### config.mk
export PLATFORM = sky130hd
export DESIGN_NAME = pbpfs_top
export DESIGN_NICKNAME = d
export VERILOG_FILES = /design/src/core/pbpfs_pkg.sv /design/src/core/pbpfs_pin_cell.sv /design/src/core/pbpfs_top.sv
export SDC_FILE = /design/constraint.sdc
export NUM_CORES = 1
export LEC_CHECK = 0
export BUFFER_PORTS_ARGS = -buffer_cell sky130_fd_sc_hd__buf_2
export CORE_MARGIN = 5
export CORE_UTILIZATION = 45
export DETAILED_ROUTE_END_ITERATION = 10
export GPL_ROUTABILITY_DRIVEN = 0
export PLACE_DENSITY = 0.77
export SYNTH_ARGS = -nofsm -noshare
export SYNTH_HDL_FRONTEND = slang
export SYNTH_SLANG_ARGS = --single-unit
### constraint.sdc
create_clock -name clk_sys -period 3.8 [get_ports clk_sys]
set_input_delay 0.57 -clock clk_sys [delete_from_list [all_inputs] [get_ports clk_sys]]
set_output_delay 0.57 -clock clk_sys [all_outputs]
set_load 0.03 [all_outputs]
### src/core/pbpfs_pkg.sv
/*
 * Shared constants and types for the port B/C pin function select block:
 * register offsets, field positions, reset values and the operating mode.
 * Assumes a classic Wishbone slave port with 32-bit data, byte address.
 */
package pbpfs_pkg;

   // ----------------------------------------------------------------------
   // register map
   // ----------------------------------------------------------------------
   localparam int unsigned ADDR_W  = 8;
   localparam int unsigned DATA_W  = 32;
   localparam int unsigned REG_W   = 16;
   localparam int unsigned PIN_N   = 18;
   localparam int unsigned PORTC_N = 16;

   localparam logic [7:0] PB_CTRL_OFS = 8'h00;
   localparam logic [7:0] PC_DIR_OFS  = 8'h04;
   localparam logic [7:0] PC_FSEL_OFS = 8'h08;
   localparam logic [7:0] STATUS_OFS  = 8'h0C;

   // ----------------------------------------------------------------------
   // field positions
   // ----------------------------------------------------------------------
   localparam int unsigned PB0_MODE_BIT = 0;
   localparam int unsigned PB_RSVD_BIT  = 1;
   localparam int unsigned PB1_MODE_BIT = 2;
   localparam int unsigned PB0_PIN      = 16;
   localparam int unsigned PB1_PIN      = 17;
   localparam int unsigned STAT_MODE_LO = 24;

   // ----------------------------------------------------------------------
   // reset values
   // ----------------------------------------------------------------------
   localparam logic [1:0]  PB_MODE_RST = 2'h0;
   localparam logic [15:0] PC_DIR_RST  = 16'h0000;
   localparam logic [15:0] PC_FSEL_RST = 16'h0000;

   // ----------------------------------------------------------------------
   // operating mode, strapped from outside
   // ----------------------------------------------------------------------
   typedef enum logic [1:0] {
      PBPFS_MODE_ADDR_ONLY  = 2'b00,  // on-chip program memory disabled
      PBPFS_MODE_EXTENDED   = 2'b01,  // on-chip program memory enabled
      PBPFS_MODE_SINGLECHIP = 2'b10
   } pbpfs_opmode_t;

   typedef struct packed {
      logic [PIN_N-1:0] level;
      logic [PIN_N-1:0] enable;
      logic [PIN_N-1:0] isAddr;
   } pbpfs_pin_drive_t;

endpackage

### src/core/pbpfs_pin_cell.sv
/*
 * One multiplexed pin: picks address output or general I/O and sets the
 * drive enable. Purely combinational; the top registers the results.
 * Assumes the operating mode and all inputs are synchronous to clk_sys.
 */
`timescale 1ns/1ps
`default_nettype none

module pbpfs_pin_cell
(
   input  wire pbpfs_pkg::pbpfs_opmode_t opMode,
   input  wire logic                     modeBit,
   input  wire logic                     dirBit,
   input  wire logic                     addrBit,
   input  wire logic                     gpioBit,
   output logic                          isAddr,
   output logic                          level,
   output logic                          enable
);

   // ----------------------------------------------------------------------
   // function decode
   // ----------------------------------------------------------------------
   wire forceAddr = (opMode == pbpfs_pkg::PBPFS_MODE_ADDR_ONLY);
   wire followReg = (opMode == pbpfs_pkg::PBPFS_MODE_EXTENDED);

   // unknown mode codes fall back to general I/O: never drive the bus
   assign isAddr = forceAddr | (followReg & modeBit);

   // direction only counts while the pin is general I/O
   assign level  = isAddr ? addrBit : gpioBit;
   assign enable = isAddr | dirBit;

endmodule

`default_nettype wire

### src/core/pbpfs_top.sv
/*
 * Port B pins 0/1 and port C pins 0..15 function and direction select,
 * with its registers on a classic Wishbone slave.
 * Assumes rst is the power-on reset; the watchdog, standby and sleep
 * signals come from the system controller and leave registers alone.
 */
// Implementation choices: the register addresses and the Wishbone register port.
`timescale 1ns/1ps
`default_nettype none

// Contract
// Port B pin1 mode bit at 2 picks GPIO at 0 and address 17 at 1, forced by mode.
// Port B control bit 1 always reads 0 and software writes 0 to it.
// Port B pin0 mode bit at 0 picks GPIO at 0 and address 16 at 1, forced by mode.
// The port C direction register is 16 bits read/write, bit n for pin n.
// A GPIO port C pin is driven when its direction bit is 1, input when 0.
// A direction bit is ignored while its pin carries an address output.
// The direction register clears only on power-on reset and keeps data otherwise.
// The port C function register is 16 bits read/write, mode may override it.
// The function register clears only on power-on reset and keeps data otherwise.
// Port C mode bit n picks GPIO at 0 and address n at 1, forced by mode.
// With on-chip program memory enabled the pin follows its mode bit directly.
module pbpfs_top
(
   input  wire logic                             clk_sys,
   input  wire logic                             rst,
   input  wire logic                             wdtRst,
   input  wire logic                             standbyMode,
   input  wire logic                             sleepMode,
   input  wire pbpfs_pkg::pbpfs_opmode_t         opMode,
   input  wire logic                             wb_cyc_i,
   input  wire logic                             wb_stb_i,
   input  wire logic                             wb_we_i,
   input  wire logic [pbpfs_pkg::ADDR_W-1:0]     wb_adr_i,
   input  wire logic [3:0]                       wb_sel_i,
   input  wire logic [pbpfs_pkg::DATA_W-1:0]     wb_dat_i,
   output logic [pbpfs_pkg::DATA_W-1:0]          wb_dat_o,
   output logic                                  wb_ack_o,
   input  wire logic [pbpfs_pkg::PIN_N-1:0]      addrBus,
   input  wire logic [pbpfs_pkg::PORTC_N-1:0]    portcDataOut,
   input  wire logic [1:0]                       portbDataOut,
   input  wire logic [1:0]                       portbDir,
   input  wire logic [pbpfs_pkg::PIN_N-1:0]      pinIn,
   output logic [pbpfs_pkg::PIN_N-1:0]           pinOut,
   output logic [pbpfs_pkg::PIN_N-1:0]           pinOe,
   output logic [pbpfs_pkg::PIN_N-1:0]           gpioIn
);

   // ----------------------------------------------------------------------
   // state
   // ----------------------------------------------------------------------
   logic [1:0]                         pbModeQ;
   logic [pbpfs_pkg::REG_W-1:0]        pcDirQ;
   logic [pbpfs_pkg::REG_W-1:0]        pcFselQ;
   logic                               ackQ;
   logic [pbpfs_pkg::DATA_W-1:0]       datQ;
   logic [pbpfs_pkg::PIN_N-1:0]        pinOutQ;
   logic [pbpfs_pkg::PIN_N-1:0]        pinOeQ;
   logic [pbpfs_pkg::PIN_N-1:0]        gpioInQ;
   wire pbpfs_pkg::pbpfs_pin_drive_t   drive;

   // ----------------------------------------------------------------------
   // bus decode
   // ----------------------------------------------------------------------
   wire take    = wb_cyc_i & wb_stb_i & ~ackQ;
   wire wrTake  = take & wb_we_i;
   wire hitPb   = (wb_adr_i[7:2] == pbpfs_pkg::PB_CTRL_OFS[7:2]);
   wire hitDir  = (wb_adr_i[7:2] == pbpfs_pkg::PC_DIR_OFS[7:2]);
   wire hitFsel = (wb_adr_i[7:2] == pbpfs_pkg::PC_FSEL_OFS[7:2]);
   wire hitStat = (wb_adr_i[7:2] == pbpfs_pkg::STATUS_OFS[7:2]);
   wire wrPb    = wrTake & hitPb & wb_sel_i[0];
   wire wrDir   = wrTake & hitDir;
   wire wrFsel  = wrTake & hitFsel;

   // byte lanes merged into the 16-bit registers
   wire [15:0] laneMask = {{8{wb_sel_i[1]}}, {8{wb_sel_i[0]}}};
   wire [15:0] dirNext  = (wb_dat_i[15:0] & laneMask) | (pcDirQ & ~laneMask);
   wire [15:0] fselNext = (wb_dat_i[15:0] & laneMask) | (pcFselQ & ~laneMask);
   wire [1:0]  pbNext   = {wb_dat_i[pbpfs_pkg::PB1_MODE_BIT],
                           wb_dat_i[pbpfs_pkg::PB0_MODE_BIT]};

   // reserved bit 1 is not stored, so it can only read back as 0
   wire [31:0] pbWord   = {29'h0, pbModeQ[1], 1'b0, pbModeQ[0]};
   wire [31:0] dirWord  = {16'h0, pcDirQ};
   wire [31:0] fselWord = {16'h0, pcFselQ};
   wire [31:0] statWord = {6'h0, opMode, 6'h0, drive.isAddr};

   // unmapped addresses answer with zero data and ignore writes
   wire [31:0] rdMux = hitPb   ? pbWord   :
                       hitDir  ? dirWord  :
                       hitFsel ? fselWord :
                       hitStat ? statWord : 32'h0000_0000;

   // ----------------------------------------------------------------------
   // configuration registers
   // ----------------------------------------------------------------------
   // only power-on reset clears them; watchdog, standby and sleep keep them
   always_ff @(posedge clk_sys or posedge rst)
   begin
      if (rst)
      begin
         pbModeQ <= pbpfs_pkg::PB_MODE_RST;
         pcDirQ  <= pbpfs_pkg::PC_DIR_RST;
         pcFselQ <= pbpfs_pkg::PC_FSEL_RST;
      end
      else
      begin
         if (wrPb)
            pbModeQ <= pbNext;
         if (wrDir)
            pcDirQ <= dirNext;
         if (wrFsel)
            pcFselQ <= fselNext;
      end
   end

   // ----------------------------------------------------------------------
   // bus answer
   // ----------------------------------------------------------------------
   // a watchdog reset drops a pending answer but never the register data
   always_ff @(posedge clk_sys or posedge rst)
   begin
      if (rst)
      begin
         ackQ <= 1'b0;
         datQ <= 32'h0000_0000;
      end
      else
      begin
         ackQ <= take & ~wdtRst;
         if (take & ~wb_we_i)
            datQ <= rdMux;
      end
   end

   assign wb_ack_o = ackQ;
   assign wb_dat_o = datQ;

   // ----------------------------------------------------------------------
   // pin cells
   // ----------------------------------------------------------------------
   wire [17:0] modeVec = {pbModeQ, pcFselQ};
   wire [17:0] dirVec  = {portbDir, pcDirQ};
   wire [17:0] gpioVec = {portbDataOut, portcDataOut};

   genvar gi;
   generate
      for (gi = 0; gi < pbpfs_pkg::PIN_N; gi++)
      begin : g_pin
         pbpfs_pin_cell u_cell
         (
            .opMode  (opMode),
            .modeBit (modeVec[gi]),
            .dirBit  (dirVec[gi]),
            .addrBit (addrBus[gi]),
            .gpioBit (gpioVec[gi]),
            .isAddr  (drive.isAddr[gi]),
            .level   (drive.level[gi]),
            .enable  (drive.enable[gi])
         );
      end
   endgenerate

   // ----------------------------------------------------------------------
   // pin registers
   // ----------------------------------------------------------------------
   // one cycle of latency buys clean, glitch-free pad drive
   always_ff @(posedge clk_sys or posedge rst)
   begin
      if (rst)
      begin
         pinOutQ <= 18'h00000;
         pinOeQ  <= 18'h00000;
         gpioInQ <= 18'h00000;
      end
      else
      begin
         pinOutQ <= drive.level;
         pinOeQ  <= drive.enable;
         gpioInQ <= pinIn;
      end
   end

   assign pinOut = pinOutQ;
   assign pinOe  = pinOeQ;
   assign gpioIn = gpioInQ;

   wire lowPower = standbyMode | sleepMode | wdtRst;
endmodule

`default_nettype wire

======== After elaboration in Yosys (flattened, before gate mapping) ========
Index checks and enable logic that the tools add are counted.
storage, ports and cells
  flip-flop bits (word level) ............. 121
  latch bits .............................. 0
  RAM bits ................................ 0
  memory bits (read-only) ................. 0
  bits of input ports ..................... 110
  memories ................................ 0
operators by class
  $add $sub $neg .......................... 0
  multipliers ............................. 0
  div/mod/pow operators ................... 0
  magnitude comparators ................... 0
  eq/ne operators ......................... 4
  shift-type cells ........................ 0
  multiplexer cells ....................... 22
  bitwise gates (word level) .............. 72
  reduce and logical (&&, ||, !) cells .... 2
operator list
  kind                                                 count
  2-to-1 mux 26 bit                                    4
  AND 16 bit                                           3
  bitwise OR 1 bit                                     36
  bitwise OR 16 bit                                    2
  AND 1 bit                                            27
  2-to-1 mux 1 bit                                     18
  NOT 16 bit                                           1
  equality test 6 x 2 -> 1 bit, second input constant  2
  equality test 6 x 1 -> 1 bit, second input constant  1
  logical NOT 6 bit                                    1
  NOT 1 bit                                            3
  equality test 2 x 1 -> 1 bit, second input constant  1
  logical NOT 2 bit                                    1

======== Depth between registers and ports, before layout ========
  depth after elaboration ................. 7
  depth in mapped cells ................... 5
  depth with buffers taken out ............ 3

======== By module ========
Synthesis repeated with hierarchy kept, for this count alone.
unflattened totals
  cells, all modules ...................... 321
  area total of the unflattened synthesis .. 4,440.5 um^2
modules (own cells, without submodules)
  module          times used  cells each  area each (um^2)  sequential area each (um^2)
  pbpfs_top       1           249         3,900.0           2,727.6
  pbpfs_pin_cell  18          4           30.0              0.0

======== Worst setup path after synthesis ========
Ideal clock, no wire load.
  path type ............................... input to register
  start point ............................. input port wb_adr_i[7] (netlist bit)
  end point ............................... register with a tool-made name
  library setup time ...................... 0.125 ns
  arrival time ............................ 1.638 ns
  data required time ...................... 3.675 ns
  slack ................................... 2.038 ns
  stages .................................. 3
  path buffers ............................ 0
  cell sequence ........................... nor4_4 > nand4_2 > mux2_2
RTL lines
  item             RTL line         text
  start, declared  pbpfs_top.sv:34  input wire logic [pbpfs_pkg::ADDR_W-1:0] wb_adr_i,

======== Final worst setup path ========
  start point ............................. input port wb_adr_i[7] (netlist bit)
  end point ............................... register datQ (netlist bit wb_dat_o[1])
on the way
  cells in the longest elaborated chain, start to end .. 5
  elaborated cells between the ends (all ways) .. 8
  those cells by class .................... 3 x eq/ne; 4 x mux; 1 x reduce/logical
RTL lines
  item                          RTL line          text
  equality test 6 x 2 -> 1 bit  pbpfs_top.sv:70   wire hitStat = (wb_adr_i[7:2] == pbpfs_pkg::STATUS_OFS[7:2]);
  2-to-1 mux 26 bit             pbpfs_top.sv:92   hitStat ? statWord : 32'h0000_0000;
  2-to-1 mux 26 bit             pbpfs_top.sv:91   hitFsel ? fselWord :
  2-to-1 mux 26 bit             pbpfs_top.sv:90   hitDir ? dirWord :
  2-to-1 mux 26 bit (*)         pbpfs_top.sv:89   wire [31:0] rdMux = hitPb ? pbWord :
  end signal, assigned          pbpfs_top.sv:132  datQ <= rdMux;
  end, declared                 pbpfs_top.sv:56   logic [pbpfs_pkg::DATA_W-1:0] datQ;
Mark *: on every way between the ends. The rest lies on a longest branch, timed or not.
A chain may end at the register's enable or synchronous reset.

==> results by group <==
Drt
  – Number of routed nets with antenna violations: 0
  – Initial DRC Count: about 100
  – Vias/cell: a little under 5
  – Vias: between 3000 and 4000
  – Wire per inst: ~16 um
  – Initial DRT Pass Iterations: 7
  – Residual DRC: 0
  – Final wirelength: 10.5 mm

Power and ir drop
  – VDD IR-drop max: between 0.00015 and 0.0002 V
  – Int Pwr: ~1.6 mW
  – Psw: 0.592 mW
  – Lkg Pwr: 2.84 nW
  – PD cells: 400 mW/mm^2
  – Sw Share: 0.270
  – Comb pwr share: 0.133
  – Clock Power Share: 0.311
  – Fraction of power consumed by sequential logic: 0.556

Job
  – Max Cap Viol: 0

STA
  – Setup WS post-layout: between 1 and 1.5 ns
  – Setup_tns: 0 ns
  – Fin crit share: 0.610
  – Fin. max-slew vios: 0
  – F_max: between 0.4 and 0.5 GHz
  – Post-route minimum period: around 2.3 ns
  – Unrepaired setup endpoints after global routing: no
  – Final Setup Violations: 0
  – Fin Clk Skew: between 0.006 and 0.007 ns
  – Hold Violations, Final: 0
  – Worst relative slew slack: 0.320
  – Worst-Margin Slew: a little over 1 ns

Clock tree
  – CTS Sinks: roughly 110
  – Number of CTS-inserted buffers: 9
  – CTS max path bufs: 2
  – Hold buffer count at cts: 0
  – CTS Root Cell: clkbuf_8
  – Clock transition at path regs: about 0.1 ns
  – Worst-Skew Late Latency: around 0.37 ns
  – Setup Fix Bufs, Post-CTS: 0
  – Post-CTS sizing: 0
  – H-tree depth: 3
  – CTS tree: done

Critical path
  – Max Fanout on Critical Path: 13
  – Worst Setup Path Type: in2reg
  – Crit path largest cell delay: approximately 0.79 ns
  – Critical-path cell list: buf_2 > nor4_4 > nand4_1 > o221ai_1
  – WP data arrival: between 2 and 3 ns
  – Worst path required time: approximately 4.1 ns
  – Crit path launch type: primary input
  – Critical path endpoint category: flop
  – CP max-delay cell: nand4_1

Floorplanning
  – Initial Util: 0.455
  – Core area: 0.00964 mm^2
  – Die H: 109 um
  – Die W: roughly 110 um
  – I/O pin total: between 150 and 200
  – Die footprint: between 0.01 and 0.015 mm^2
  – Num rows: 36

Yosys
  – YS warnings: 0
  – Mapped Cells: 345
  – Top cell type by total area after synthesis: dfrtp_1
  – Synth top area share: 0.623
  – Sequential area share after synthesis: 0.623
  – Most common library cells after synthesis: dfrtp_1, mux2_2, inv_1
  – Synthesis-stage register bit count: 109
  – Synth top area cells: dfrtp_1, mux2_2, a21oi_1, inv_1, o221ai_1
  – Most used DFF post-synth: dfrtp_1
  – Mapped Area: ~0.0044 mm^2
  – Synthesized area per cell: around 13 um^2
  – Synth unique cells: 34
  – Count leader, synth: dfrtp_1
  – EDFF count, synth: 0
  – Ys async rst share: 1.00

Final layout
  – Fill count: ~850
  – Fin cells: 643
  – Number of diodes: 0
  – Area Growth Syn to Fin: 25.0%
  – Layout cells sized above 1: 0.506
  – NumNets Final: around 620

Global route
  – Number of global-route vias before repair: around 3200
  – First-pass GRT wire length: about 16 mm
  – Largest net degree at the start of global routing: 57
  – Initial antenna violation count: 1
  – GRT Total Usage: 0.178
  – Remaining Overflow, GRT: 0

Worst hold path
  – Hold crit path type: in2async

Place
  – Placed Instances: 627
  – PortBufs: 162
  – HPWL after DPL: around 7.5 mm
  – Post-place setup slack: roughly 1.1 ns

Run status
  – Status: finished clean
logic make-up (layout without fill, tap and decap cells):
group / Yosys count / in the layout / share of synthesized area
flip-flops: 109 / 109 / 0.623
AND/OR/NAND/NOR: 65 / 65 / 0.0928
buffers and inverters: 60 / 214 / 0.0648
AO/OA/AOI/OAI: 57 / 57 / 0.0831
multiplexers: 53 / 53 / 0.136
other: 1 / 12 / 0.000856
final timing paths:
kind | from | endpoint | slack (ns) | cells past startpoint
min in group clk_sys | pinIn[7] | gpioIn[7] | 0.30 | 1
max in group asynchronous | rst | pbModeQ[0] | 2.77 | 3
min reg2reg | wb_dat_o[25] | wb_dat_o[25] | 0.48 | 2
max reg2reg | wb_ack_o | wb_dat_o[1] | 1.82 | 3
max | wb_adr_i[7] | wb_dat_o[1] | 1.48 | 4
min | rst | pinOut[5] | 0.30 | 2
cell type report:
class,instances,area (um^2),share of cell area
inverter,33,126,0.0231
tap,133,166,0.0304
multi-input combinational,187,1420,0.259
clock buffer,12,165,0.0302
timing repair buffer,165,846,0.154
clock inverter,4,30.0,0.00548
sequential,109,2730,0.498
worst max-delay path: cells and delay by family:
family,cells,cell delay [ns]
compound gates,1,0.43
buf+inv,1,0.11
simple gates,2,1.46
cell usage in the layout (no fill, tap or decap), drive strengths merged, types with 7 or more instances in the layout:
cell type,count
a21oi,30
dfrtp,109
inv,34
o221ai,13
conb,12
nand2,22
clkbuf,12
or2,16
nand4,7
mux2,52
buf,165
per-layer routing:
layer	track usage	share of wire	vias up	wire (um)
met5	0	0.0012	-	13
met1	0.213	0.39	1551	4130
met3	0.0450	0.071	17	747
met2	0.307	0.52	114	5430
li1	-	-	1474	-
met4	0.0694	0.018	2	191
per-stage QoR:
stage	utilization	cell area, um^2	hold WS [ns]	power, mW
after detailed placement	0.548	5280	0.466	1.54
after CTS	0.568	5480	0.285	2.22
final	0.568	5480	0.297	2.19
after global placement	0.548	5280	0.466	1.53
after floorplan	-	4420	0.457	1.43
after global routing	0.568	5480	0.279	2.29
power by group through the flow:
| stage | Clock (mW) | Sequential [mW] | Combinational, mW |
|---|---|---|---|
| after floorplan | 0 | 1.32 | 0.115 |
| after global placement | 0 | 1.24 | 0.288 |
| after detailed placement | 0 | 1.24 | 0.295 |
| after CTS | 0.703 | 1.22 | 0.295 |
| after global routing | 0.750 | 1.22 | 0.315 |
| final | 0.682 | 1.22 | 0.291 |
Note: power is estimated with default switching activity, not from simulation.
